<file path="src/rtl/exec_subset_defs.svh">
// Purpose: constants for the instruction subset execution block
// Assumes: 32-bit AXI4-Lite register bus, byte addresses
// Notes: definitions only
`ifndef EXEC_SUBSET_DEFS_SVH
`define EXEC_SUBSET_DEFS_SVH

// register byte offsets
`define REG_CTRL 8'h00
`define REG_STATUS 8'h04
`define REG_ACCUM 8'h08
`define REG_PC 8'h0C
`define REG_INTERRUPT_CONTROL_REG 8'h10

// control register fields and reset value
`define CTRL_RUN_BIT 0
`define CTRL_WAKE_BIT 1
`define CTRL_RUN_RESET 1'b1

// interrupt control register: global enable bit
`define INTERRUPT_CONTROL_REG_GIE_BIT 0

// reset values
`define FLAGS_RESET 8'h00
`define ACCUM_RESET 8'h00
`define PC_RESET 14'h0000

// decimal adjust figures
`define BCD_LIMIT 5'h09
`define BCD_ADJUST 5'h06

// widths
`define PC_W 14
`define JUMP_W 13

// bus responses
`define RESP_OKAY 2'h0
`define RESP_SLVERR 2'h2

`endif

</file>
<file path="src/rtl/exec_pkg.sv">
// Purpose: types for the instruction subset execution block
// Assumes: opcodes are pre-decoded by the fetch stage
// Notes: operand byte arrives with the instruction
package exec_pkg;

   typedef enum logic [4:0] {
      OP_IDLE = 5'h00,
      OP_COMPLEMENT_A = 5'h01,
      OP_DECIMAL_ADJUST = 5'h02,
      OP_DECREMENT_M = 5'h03,
      OP_DECREMENT_A = 5'h04,
      OP_INCREMENT_M = 5'h05,
      OP_INCREMENT_A = 5'h06,
      OP_HALT = 5'h07,
      OP_DIRECT_JUMP = 5'h08,
      OP_MOVE_M_TO_A = 5'h09,
      OP_MOVE_IMM_TO_A = 5'h0A,
      OP_MOVE_A_TO_M = 5'h0B,
      OP_OR_M_TO_A = 5'h0C,
      OP_OR_IMM_TO_A = 5'h0D,
      OP_OR_TO_M = 5'h0E,
      OP_RETURN = 5'h0F,
      OP_RETURN_IMM = 5'h10,
      OP_RETURN_IRQ = 5'h11,
      OP_ROTATE_M = 5'h12,
      OP_ROTATE_A = 5'h13,
      OP_ROTATE_CARRY = 5'h14
   } opcode_e;

   typedef enum logic [2:0] {
      ST_RUN = 3'b001,
      ST_RETURN = 3'b010,
      ST_HALTED = 3'b100
   } state_e;

   typedef struct packed {
      logic timer_condition_two;
      logic timer_condition_one;
      logic watchdog_timeout_flag;
      logic power_down_flag;
      logic overflow_flag;
      logic zero_flag;
      logic aux_carry_flag;
      logic carry_flag;
   } flags_s;

   typedef struct packed {
      logic valid;
      opcode_e op;
      logic [7:0] mem_addr;
      logic [7:0] operand;
      logic [7:0] imm;
      logic [12:0] jump_addr;
   } instr_s;

   typedef struct packed {
      logic en;
      logic [7:0] addr;
      logic [7:0] data;
   } mem_wr_s;

endpackage : exec_pkg

</file>
<file path="src/rtl/exec_subset.sv">
// Purpose: executes one subset of an 8-bit core's instruction set
// Assumes: operand byte of [m] is presented with the instruction
// Notes: registers reached over AXI4-Lite
// Function
// [RL1] complement of data byte goes to accumulator, zero updated, byte kept
// [RL2] low nibble over 9 or aux carry: add 6, nibble carry = not aux carry
// [RL3] high nibble plus nibble carry over 9 or carry: add 6, carry set
// [RL4] decimal adjust result goes to memory, only carry may change
// [RL5] in-place decrement and increment modulo 256, only zero changes
// [RL6] decrement and increment to accumulator keep source, only zero changes
// [RL7] halt stops execution, gates system clock, pc advances, state kept
// [RL8] halt clears watchdog and prescaler, sets power-down, clears time-out
// [RL9] direct jump replaces pc bits 0..12 with address field, no flags
// [RL10] move from memory or immediate into accumulator, no flag change
// [RL11] move accumulator to memory without flag change
// [RL12] idle op only advances pc by one
// [RL13] or with memory or immediate into accumulator, only zero changes
// [RL14] or to memory writes result back to byte, only zero changes
// [RL15] return pops stack into pc over two cycles, flags kept
// [RL16] return with literal pops pc and loads immediate into accumulator
// [RL17] interrupt return pops pc and sets global interrupt enable bit 0
// [RL18] rotate left in place, bit 7 into bit 0, no flags
// [RL19] rotate left into accumulator, memory and flags kept
// [RL20] rotate through carry: old carry to bit 0, old bit 7 to carry
// [RL21] all but return and halt finish in one cycle, one write
// [RL22] flags not listed as affected keep their values
//
// Added by the designer: the register addresses and register access over AXI4-Lite.
`timescale 1ns/10ps
`include "exec_subset_defs.svh"

module exec_subset (
   // clock and reset
   input wire logic aclk,
   input wire logic aresetn,
   // axi4-lite write address and data
   input wire logic [7:0] awaddr,
   input wire logic awvalid,
   output logic awready,
   input wire logic [31:0] wdata,
   input wire logic [3:0] wstrb,
   input wire logic wvalid,
   output logic wready,
   output logic [1:0] bresp,
   output logic bvalid,
   input wire logic bready,
   // axi4-lite read
   input wire logic [7:0] araddr,
   input wire logic arvalid,
   output logic arready,
   output logic [31:0] rdata,
   output logic [1:0] rresp,
   output logic rvalid,
   input wire logic rready,
   // instruction issue
   input wire exec_pkg::instr_s instr,
   output logic instr_ready,
   // return stack
   input wire logic [`PC_W-1:0] stack_top,
   output logic stack_pop,
   // data memory write
   output exec_pkg::mem_wr_s mem_wr,
   // core control
   input wire logic wake,
   output logic [`PC_W-1:0] pc,
   output logic clock_stop,
   output logic watchdog_clear,
   output logic global_irq_enable,
   output logic [7:0] accumulator,
   output exec_pkg::flags_s flags
);

   exec_pkg::state_e state_reg;
   exec_pkg::opcode_e ret_op_reg;
   logic [7:0] ret_imm_reg;
   logic [`PC_W-1:0] ret_target_reg;
   logic run_reg;
   logic issue;
   logic [7:0] m;
   logic [7:0] acc_next;
   exec_pkg::flags_s flags_next;
   exec_pkg::mem_wr_s wr_next;
   logic [`PC_W-1:0] pc_next;
   logic [4:0] lo_sum;
   logic [4:0] hi_sum;
   logic lo_fix;
   logic hi_fix;
   logic nibble_carry_internal;
   logic [7:0] bcd_result;
   logic wr_commit;
   logic [7:0] aw_addr_q;
   logic [31:0] w_data_q;
   logic w_lane0_q;
   logic wake_req;
   logic ret_done;

   assign m = instr.operand;
   assign issue = instr.valid && instr_ready;
   assign wr_commit = !awready && !wready && !bvalid;
   assign wake_req = wake ||
      (wr_commit && aw_addr_q == `REG_CTRL && w_lane0_q &&
       w_data_q[`CTRL_WAKE_BIT]);
   assign ret_done = (state_reg == exec_pkg::ST_RETURN);

   // decimal adjust, both nibbles
   always_comb
   begin
      lo_fix = ({1'b0, accumulator[3:0]} > `BCD_LIMIT) ||
         flags.aux_carry_flag; // RL2
      lo_sum = lo_fix ? {1'b0, accumulator[3:0]} + `BCD_ADJUST
                      : {1'b0, accumulator[3:0]};
      nibble_carry_internal = lo_fix ? !flags.aux_carry_flag : 1'b0; // RL2
      hi_sum = {1'b0, accumulator[7:4]} + {4'h0, nibble_carry_internal};
      hi_fix = (hi_sum > `BCD_LIMIT) || flags.carry_flag; // RL3
      if (hi_fix)
      begin
         hi_sum = hi_sum + `BCD_ADJUST; // RL3
      end
      bcd_result = {hi_sum[3:0], lo_sum[3:0]};
   end

   // one-cycle execution: next accumulator, flags, memory write, pc
   always_comb
   begin
      acc_next = accumulator;
      flags_next = flags; // RL22
      wr_next = '0;
      wr_next.addr = instr.mem_addr;
      pc_next = pc + `PC_W'(1); // RL12
      case (instr.op)
         exec_pkg::OP_COMPLEMENT_A:
         begin
            acc_next = ~m; // RL1
            flags_next.zero_flag = (~m == 8'h00);
         end
         exec_pkg::OP_DECIMAL_ADJUST:
         begin
            wr_next.en = 1'b1; // RL4
            wr_next.data = bcd_result;
            flags_next.carry_flag = hi_fix ? 1'b1 : flags.carry_flag; // RL3
         end
         exec_pkg::OP_DECREMENT_M, exec_pkg::OP_INCREMENT_M:
         begin
            wr_next.en = 1'b1;
            wr_next.data = (instr.op == exec_pkg::OP_INCREMENT_M) ?
               m + 8'h01 : m - 8'h01; // RL5
            flags_next.zero_flag = (wr_next.data == 8'h00);
         end
         exec_pkg::OP_DECREMENT_A, exec_pkg::OP_INCREMENT_A:
         begin
            acc_next = (instr.op == exec_pkg::OP_INCREMENT_A) ?
               m + 8'h01 : m - 8'h01; // RL6
            flags_next.zero_flag = (acc_next == 8'h00);
         end
         exec_pkg::OP_HALT:
         begin
            flags_next.power_down_flag = 1'b1; // RL8
            flags_next.watchdog_timeout_flag = 1'b0;
         end
         exec_pkg::OP_DIRECT_JUMP:
         begin
            pc_next = {pc[`PC_W-1:`JUMP_W], instr.jump_addr}; // RL9
         end
         exec_pkg::OP_MOVE_M_TO_A: acc_next = m; // RL10
         exec_pkg::OP_MOVE_IMM_TO_A: acc_next = instr.imm; // RL10
         exec_pkg::OP_MOVE_A_TO_M:
         begin
            wr_next.en = 1'b1; // RL11
            wr_next.data = accumulator;
         end
         exec_pkg::OP_OR_M_TO_A, exec_pkg::OP_OR_IMM_TO_A:
         begin
            acc_next = accumulator | ((instr.op == exec_pkg::OP_OR_M_TO_A) ?
               m : instr.imm); // RL13
            flags_next.zero_flag = (acc_next == 8'h00);
         end
         exec_pkg::OP_OR_TO_M:
         begin
            wr_next.en = 1'b1; // RL14
            wr_next.data = accumulator | m;
            flags_next.zero_flag = (wr_next.data == 8'h00);
         end
         exec_pkg::OP_ROTATE_M:
         begin
            wr_next.en = 1'b1; // RL18
            wr_next.data = {m[6:0], m[7]};
         end
         exec_pkg::OP_ROTATE_A: acc_next = {m[6:0], m[7]}; // RL19
         exec_pkg::OP_ROTATE_CARRY:
         begin
            wr_next.en = 1'b1; // RL20
            wr_next.data = {m[6:0], flags.carry_flag};
            flags_next.carry_flag = m[7];
         end
         default:
         begin
            acc_next = accumulator;
         end
      endcase
   end

   // sequencer: run, two-cycle return, halt
   always_ff @(posedge aclk)
   begin
      if (!aresetn)
      begin
         state_reg <= exec_pkg::ST_RUN;
         instr_ready <= 1'b0;
         clock_stop <= 1'b0;
         ret_op_reg <= exec_pkg::OP_IDLE;
         ret_imm_reg <= 8'h00;
         ret_target_reg <= `PC_RESET;
      end
      else
      begin
         case (state_reg)
            exec_pkg::ST_RUN:
            begin
               instr_ready <= run_reg;
               if (issue && (instr.op == exec_pkg::OP_RETURN ||
                   instr.op == exec_pkg::OP_RETURN_IMM ||
                   instr.op == exec_pkg::OP_RETURN_IRQ))
               begin
                  state_reg <= exec_pkg::ST_RETURN; // RL15
                  instr_ready <= 1'b0;
                  ret_op_reg <= instr.op;
                  ret_imm_reg <= instr.imm;
                  ret_target_reg <= stack_top;
               end
               else if (issue && instr.op == exec_pkg::OP_HALT)
               begin
                  state_reg <= exec_pkg::ST_HALTED; // RL7
                  instr_ready <= 1'b0;
                  clock_stop <= 1'b1;
               end
            end
            exec_pkg::ST_RETURN:
            begin
               state_reg <= exec_pkg::ST_RUN;
               instr_ready <= run_reg;
            end
            exec_pkg::ST_HALTED:
            begin
               if (wake_req)
               begin
                  state_reg <= exec_pkg::ST_RUN;
                  clock_stop <= 1'b0;
               end
            end
            default:
            begin
               state_reg <= exec_pkg::ST_RUN;
               instr_ready <= 1'b0;
               clock_stop <= 1'b0;
            end
         endcase
      end
   end

   // architectural state written once at the end of the cycle
   always_ff @(posedge aclk)
   begin
      if (!aresetn)
      begin
         accumulator <= `ACCUM_RESET;
         flags <= `FLAGS_RESET;
         pc <= `PC_RESET;
         mem_wr <= '0;
         stack_pop <= 1'b0;
         watchdog_clear <= 1'b0;
      end
      else
      begin
         mem_wr <= '0;
         stack_pop <= 1'b0;
         watchdog_clear <= 1'b0;
         if (ret_done)
         begin
            pc <= ret_target_reg; // RL15
            stack_pop <= 1'b1;
            if (ret_op_reg == exec_pkg::OP_RETURN_IMM)
            begin
               accumulator <= ret_imm_reg; // RL16
            end
         end
         else if (issue)
         begin
            accumulator <= acc_next; // RL21
            flags <= flags_next;
            mem_wr <= wr_next;
            watchdog_clear <= (instr.op == exec_pkg::OP_HALT); // RL8
            if (instr.op != exec_pkg::OP_RETURN &&
                instr.op != exec_pkg::OP_RETURN_IMM &&
                instr.op != exec_pkg::OP_RETURN_IRQ)
            begin
               pc <= pc_next;
            end
         end
      end
   end

   // global interrupt enable: hardware set wins over software clear
   always_ff @(posedge aclk)
   begin
      if (!aresetn)
      begin
         global_irq_enable <= 1'b0;
      end
      else if (ret_done && ret_op_reg == exec_pkg::OP_RETURN_IRQ)
      begin
         global_irq_enable <= 1'b1; // RL17
      end
      else if (wr_commit && aw_addr_q == `REG_INTERRUPT_CONTROL_REG && w_lane0_q)
      begin
         global_irq_enable <= w_data_q[`INTERRUPT_CONTROL_REG_GIE_BIT];
      end
   end

   // control register
   always_ff @(posedge aclk)
   begin
      if (!aresetn)
      begin
         run_reg <= `CTRL_RUN_RESET;
      end
      else if (wr_commit && aw_addr_q == `REG_CTRL && w_lane0_q)
      begin
         run_reg <= w_data_q[`CTRL_RUN_BIT];
      end
   end

   // axi write: address and data taken in either order
   always_ff @(posedge aclk)
   begin
      if (!aresetn)
      begin
         awready <= 1'b1;
         wready <= 1'b1;
         bvalid <= 1'b0;
         bresp <= `RESP_OKAY;
         aw_addr_q <= 8'h00;
         w_data_q <= 32'h0000_0000;
         w_lane0_q <= 1'b0;
      end
      else
      begin
         if (awvalid && awready)
         begin
            awready <= 1'b0;
            aw_addr_q <= awaddr;
         end
         if (wvalid && wready)
         begin
            wready <= 1'b0;
            w_data_q <= wdata;
            w_lane0_q <= wstrb[0];
         end
         if (wr_commit)
         begin
            bvalid <= 1'b1;
            bresp <= (aw_addr_q == `REG_CTRL || aw_addr_q == `REG_STATUS ||
               aw_addr_q == `REG_ACCUM || aw_addr_q == `REG_PC ||
               aw_addr_q == `REG_INTERRUPT_CONTROL_REG) ? `RESP_OKAY : `RESP_SLVERR;
         end
         if (bvalid && bready)
         begin
            bvalid <= 1'b0;
            awready <= 1'b1;
            wready <= 1'b1;
         end
      end
   end

   // axi read
   always_ff @(posedge aclk)
   begin
      if (!aresetn)
      begin
         arready <= 1'b1;
         rvalid <= 1'b0;
         rdata <= 32'h0000_0000;
         rresp <= `RESP_OKAY;
      end
      else if (arvalid && arready)
      begin
         arready <= 1'b0;
         rvalid <= 1'b1;
         rresp <= `RESP_OKAY;
         case (araddr)
            `REG_CTRL: rdata <= {31'h0000_0000, run_reg};
            `REG_STATUS: rdata <= {24'h00_0000, flags};
            `REG_ACCUM: rdata <= {24'h00_0000, accumulator};
            `REG_PC: rdata <= {18'h0_0000, pc};
            `REG_INTERRUPT_CONTROL_REG: rdata <= {31'h0000_0000, global_irq_enable};
            default:
            begin
               rdata <= 32'h0000_0000;
               rresp <= `RESP_SLVERR;
            end
         endcase
      end
      else if (rvalid && rready)
      begin
         rvalid <= 1'b0;
         arready <= 1'b1;
      end
   end
endmodule : exec_subset

</file>
<file path="config.mk">
export PLATFORM = sky130hd
export DESIGN_NAME = exec_subset
export DESIGN_NICKNAME = d
export VERILOG_FILES = /design/src/rtl/exec_pkg.sv /design/src/rtl/exec_subset.sv
export VERILOG_INCLUDE_DIRS = /design/src /design/src/rtl
export SDC_FILE = /design/constraint.sdc
export NUM_CORES = 1
export LEC_CHECK = 0
export ABC_AREA = 1
export BUFFER_PORTS_ARGS = -buffer_cell sky130_fd_sc_hd__buf_2
export CAP_MARGIN = 20
export CORE_MARGIN = 4
export CORE_UTILIZATION = 47
export DETAILED_ROUTE_END_ITERATION = 6
export PLACE_DENSITY = 0.8
export REMOVE_ABC_BUFFERS = 1
export SLEW_MARGIN = 20
export SYNTH_ARGS = -nofsm -noshare
export SYNTH_HDL_FRONTEND = slang
export SYNTH_SLANG_ARGS = --single-unit
</file>
<file path="constraint.sdc">
create_clock -name aclk -period 2.17 [get_ports aclk]
set_clock_uncertainty 0.15 [all_clocks]
set_input_delay 0.3255 -clock aclk [delete_from_list [all_inputs] [get_ports aclk]]
set_output_delay 0.3255 -clock aclk [all_outputs]
set_load 0.02 [all_outputs]
</file>
==> run metrics <==
status finished with violations; violated checks setup timing; Max Fclk 0.436 GHz; Die Y 126 um; post-synth top area share 33.9%; remaining antenna violation count 0; Setup CP Type flop to flop; CTS Root Cell clkbuf_16; dpl ws -234 ps; CP Data Arrival Time 2410 ps; crit path from accumulator[2]; routed via count 7,350; DR top layer met4; FF-to-FF Start accumulator[2]; H-tree depth 3; DRC 0; core region area 13,400 um2; Syn. warnings 0; first-pass GRT wire length 34,100 um; detailed placement HPWL 16,700 um; clk buf depth 2; CTS buffer count 9; clk sinks 110; worst setup margin -122 ps; RSZ-0062 raised after global routing true; worst skew pair latency 350 ps; # nets final 1,321; Pre-antenna DRT Iters 6; critical path endpoint category flop; worst path required time 2280 ps; Reg with most FFs mem_wr; die area 15,800 um2; initial core utilization 48.4%; Async SR Flop Fraction 0%; IO Count 210; Hold Buf Count CTS 0; share of cells above drive strength 1 22.6%; setup_tns -380 ps; # diodes 0; Buffers on Ports 151; Leakage Power 0.00389 uW; transition time at the pin with the least slew margin 589 ps; post-synth top area cell dfxtp_1; Final Hold Viols 0; vias in the first global route 6,755; CP Launch Type flop; commonest non-fill, non-tap cell in the layout nand2_1; Syn Std Cell Area 6490 um2; fin crit period 2290 ps; CTS tree done; Area Growth Syn to Fin 23.9%; Max VDD drop 0.473 mV; Wirelength per Cell 15.8 um; grt total ovfl 0; met1 wire length 9170 um; synth unique cells 45; Hold Crit Class primary input to flop; Post-synth EDFFs 0; met3 routed WL 2020 um; Hold Crit Start wvalid; Setup violations, final 4; Max Transition Viols Final 0; Most used DFF post-synth dfxtp_1; largest net degree at the start of global routing 37; Max FO, Critical Path 3; Yosys reg bits 110; GP Congestion 1.01; Core Rows 42; initial antenna violation count 0; Util after Layout 60.0%; total power 4880 uW; most frequent cells in the layout 224 x nand2_1, 151 x buf_2, 123 x nor2_1; Chip Width 126 um; Max-Slew Margin vs Limit 60.3%; Final Hold Slack 11.4 ps; Pwr Density 607 nW/um2; Gate Count Post-Synth 1,010; DRT Wirelength 21,800 um; met2 wire length 10,000 um; First DRT Iteration DRCs 753; final period utilization 106%; Max Cap Viol 0; Avg Vias per Cell 5.34; mean post-synth cell area 6.43 um2; sequential fraction of the synthesis area 33.9%; Clock transition at path regs 70 ps; Area contributors post-synth dfxtp_1 34%, nand2_1 13%, nor2_1 7.1%; max FFs per register 17; total track usage 26.5%; Fillers 1,284
[power by group]
part	leakage (uW)	total [uW]	switching [uW]	internal, uW
logic	0.00285	1070	710	358
registers	0.000894	2200	76.9	2120
clock network	0.000145	1610	736	875
total	0.00389	4880	1520	3360
[area by class of cell]
class	instances	area, um2	area share (%)
Inverter	124	470	5.85
Tap cell	176	220	2.74
Clock inverter	4	30.0	0.373
Sequential cell	110	2200	27.4
Multi-Input combinational cell	743	3650	45.4
Clock buffer	12	267	3.31
Timing Repair Buffer	208	1200	14.9
[critical path, cell delays in order, from the launching register on]
cell and delay, ps:
dfxtp_2 320, o21ai_2 170, inv_2 80, ha_4 170, ha_4 170, xnor2_4 190, buf_4 130, buf_4 100
nand3_1 80, nand3_2 80, nand3_2 100, buf_6 140, nand2_1 70, nand3_1 90, a31oi_1 150
[path summary, 6_finish.rpt]
kind	to	depth (start not counted)	slack [ps]
worst max-delay path	mem_wr[5]	14	-120
worst min-delay path	wready	2	10
worst max register to register	mem_wr[5]	14	-120
worst min register to register	ret_op_reg[2]	2	300
[through the flow]
step           instance area [um2]  cells
6_report                      8040   1377
5_1_grt                       8040   1377
4_1_cts                       8010   1374
3_5_place_dp                  7650   1358
3_3_place_gp                  7650   1358
2_1_floorplan                 6250    977
[synthesized netlist by cell type, types with 9 or more instances]
master / number
buf_2: 12
nor3_1: 9
nand2_1: 225
clkbuf_1: 15
nor2_1: 123
dfxtp_1: 110
buf_4: 26
inv_1: 114
o21ai_0: 85
a21oi_1: 83
o22ai_1: 14
nand3_1: 78
nand4_1: 13
[cells by family (layout without fill, tap and decap cells)]
group,count (synthesis),after routing,synth area share [%]
other,1,25,0.0578
AO/OA/AOI/OAI,224,224,19.3
adder cells (fa/ha/maj),8,8,1.54
AND/OR/NAND/NOR,474,474,31.3
flip-flops,110,110,33.9
buffers and inverters,181,348,12.3
XOR/XNOR,12,12,1.62
[what timing repair did]
action                                  CTS  global route
endpoints found under the setup margin    4             4
resized for setup                        14             5
pin swaps                                 1             9
setup buffers                             0             3
[per-layer routing]
layer / global-route usage, % / up-vias
li1: - / 3653
met3: 5.33 / 52
met5: 0 / -
met4: 9.76 / 0
met1: 35.1 / 3275
met2: 43.0 / 370
No activity file was read; power rests on OpenSTA's default activity.
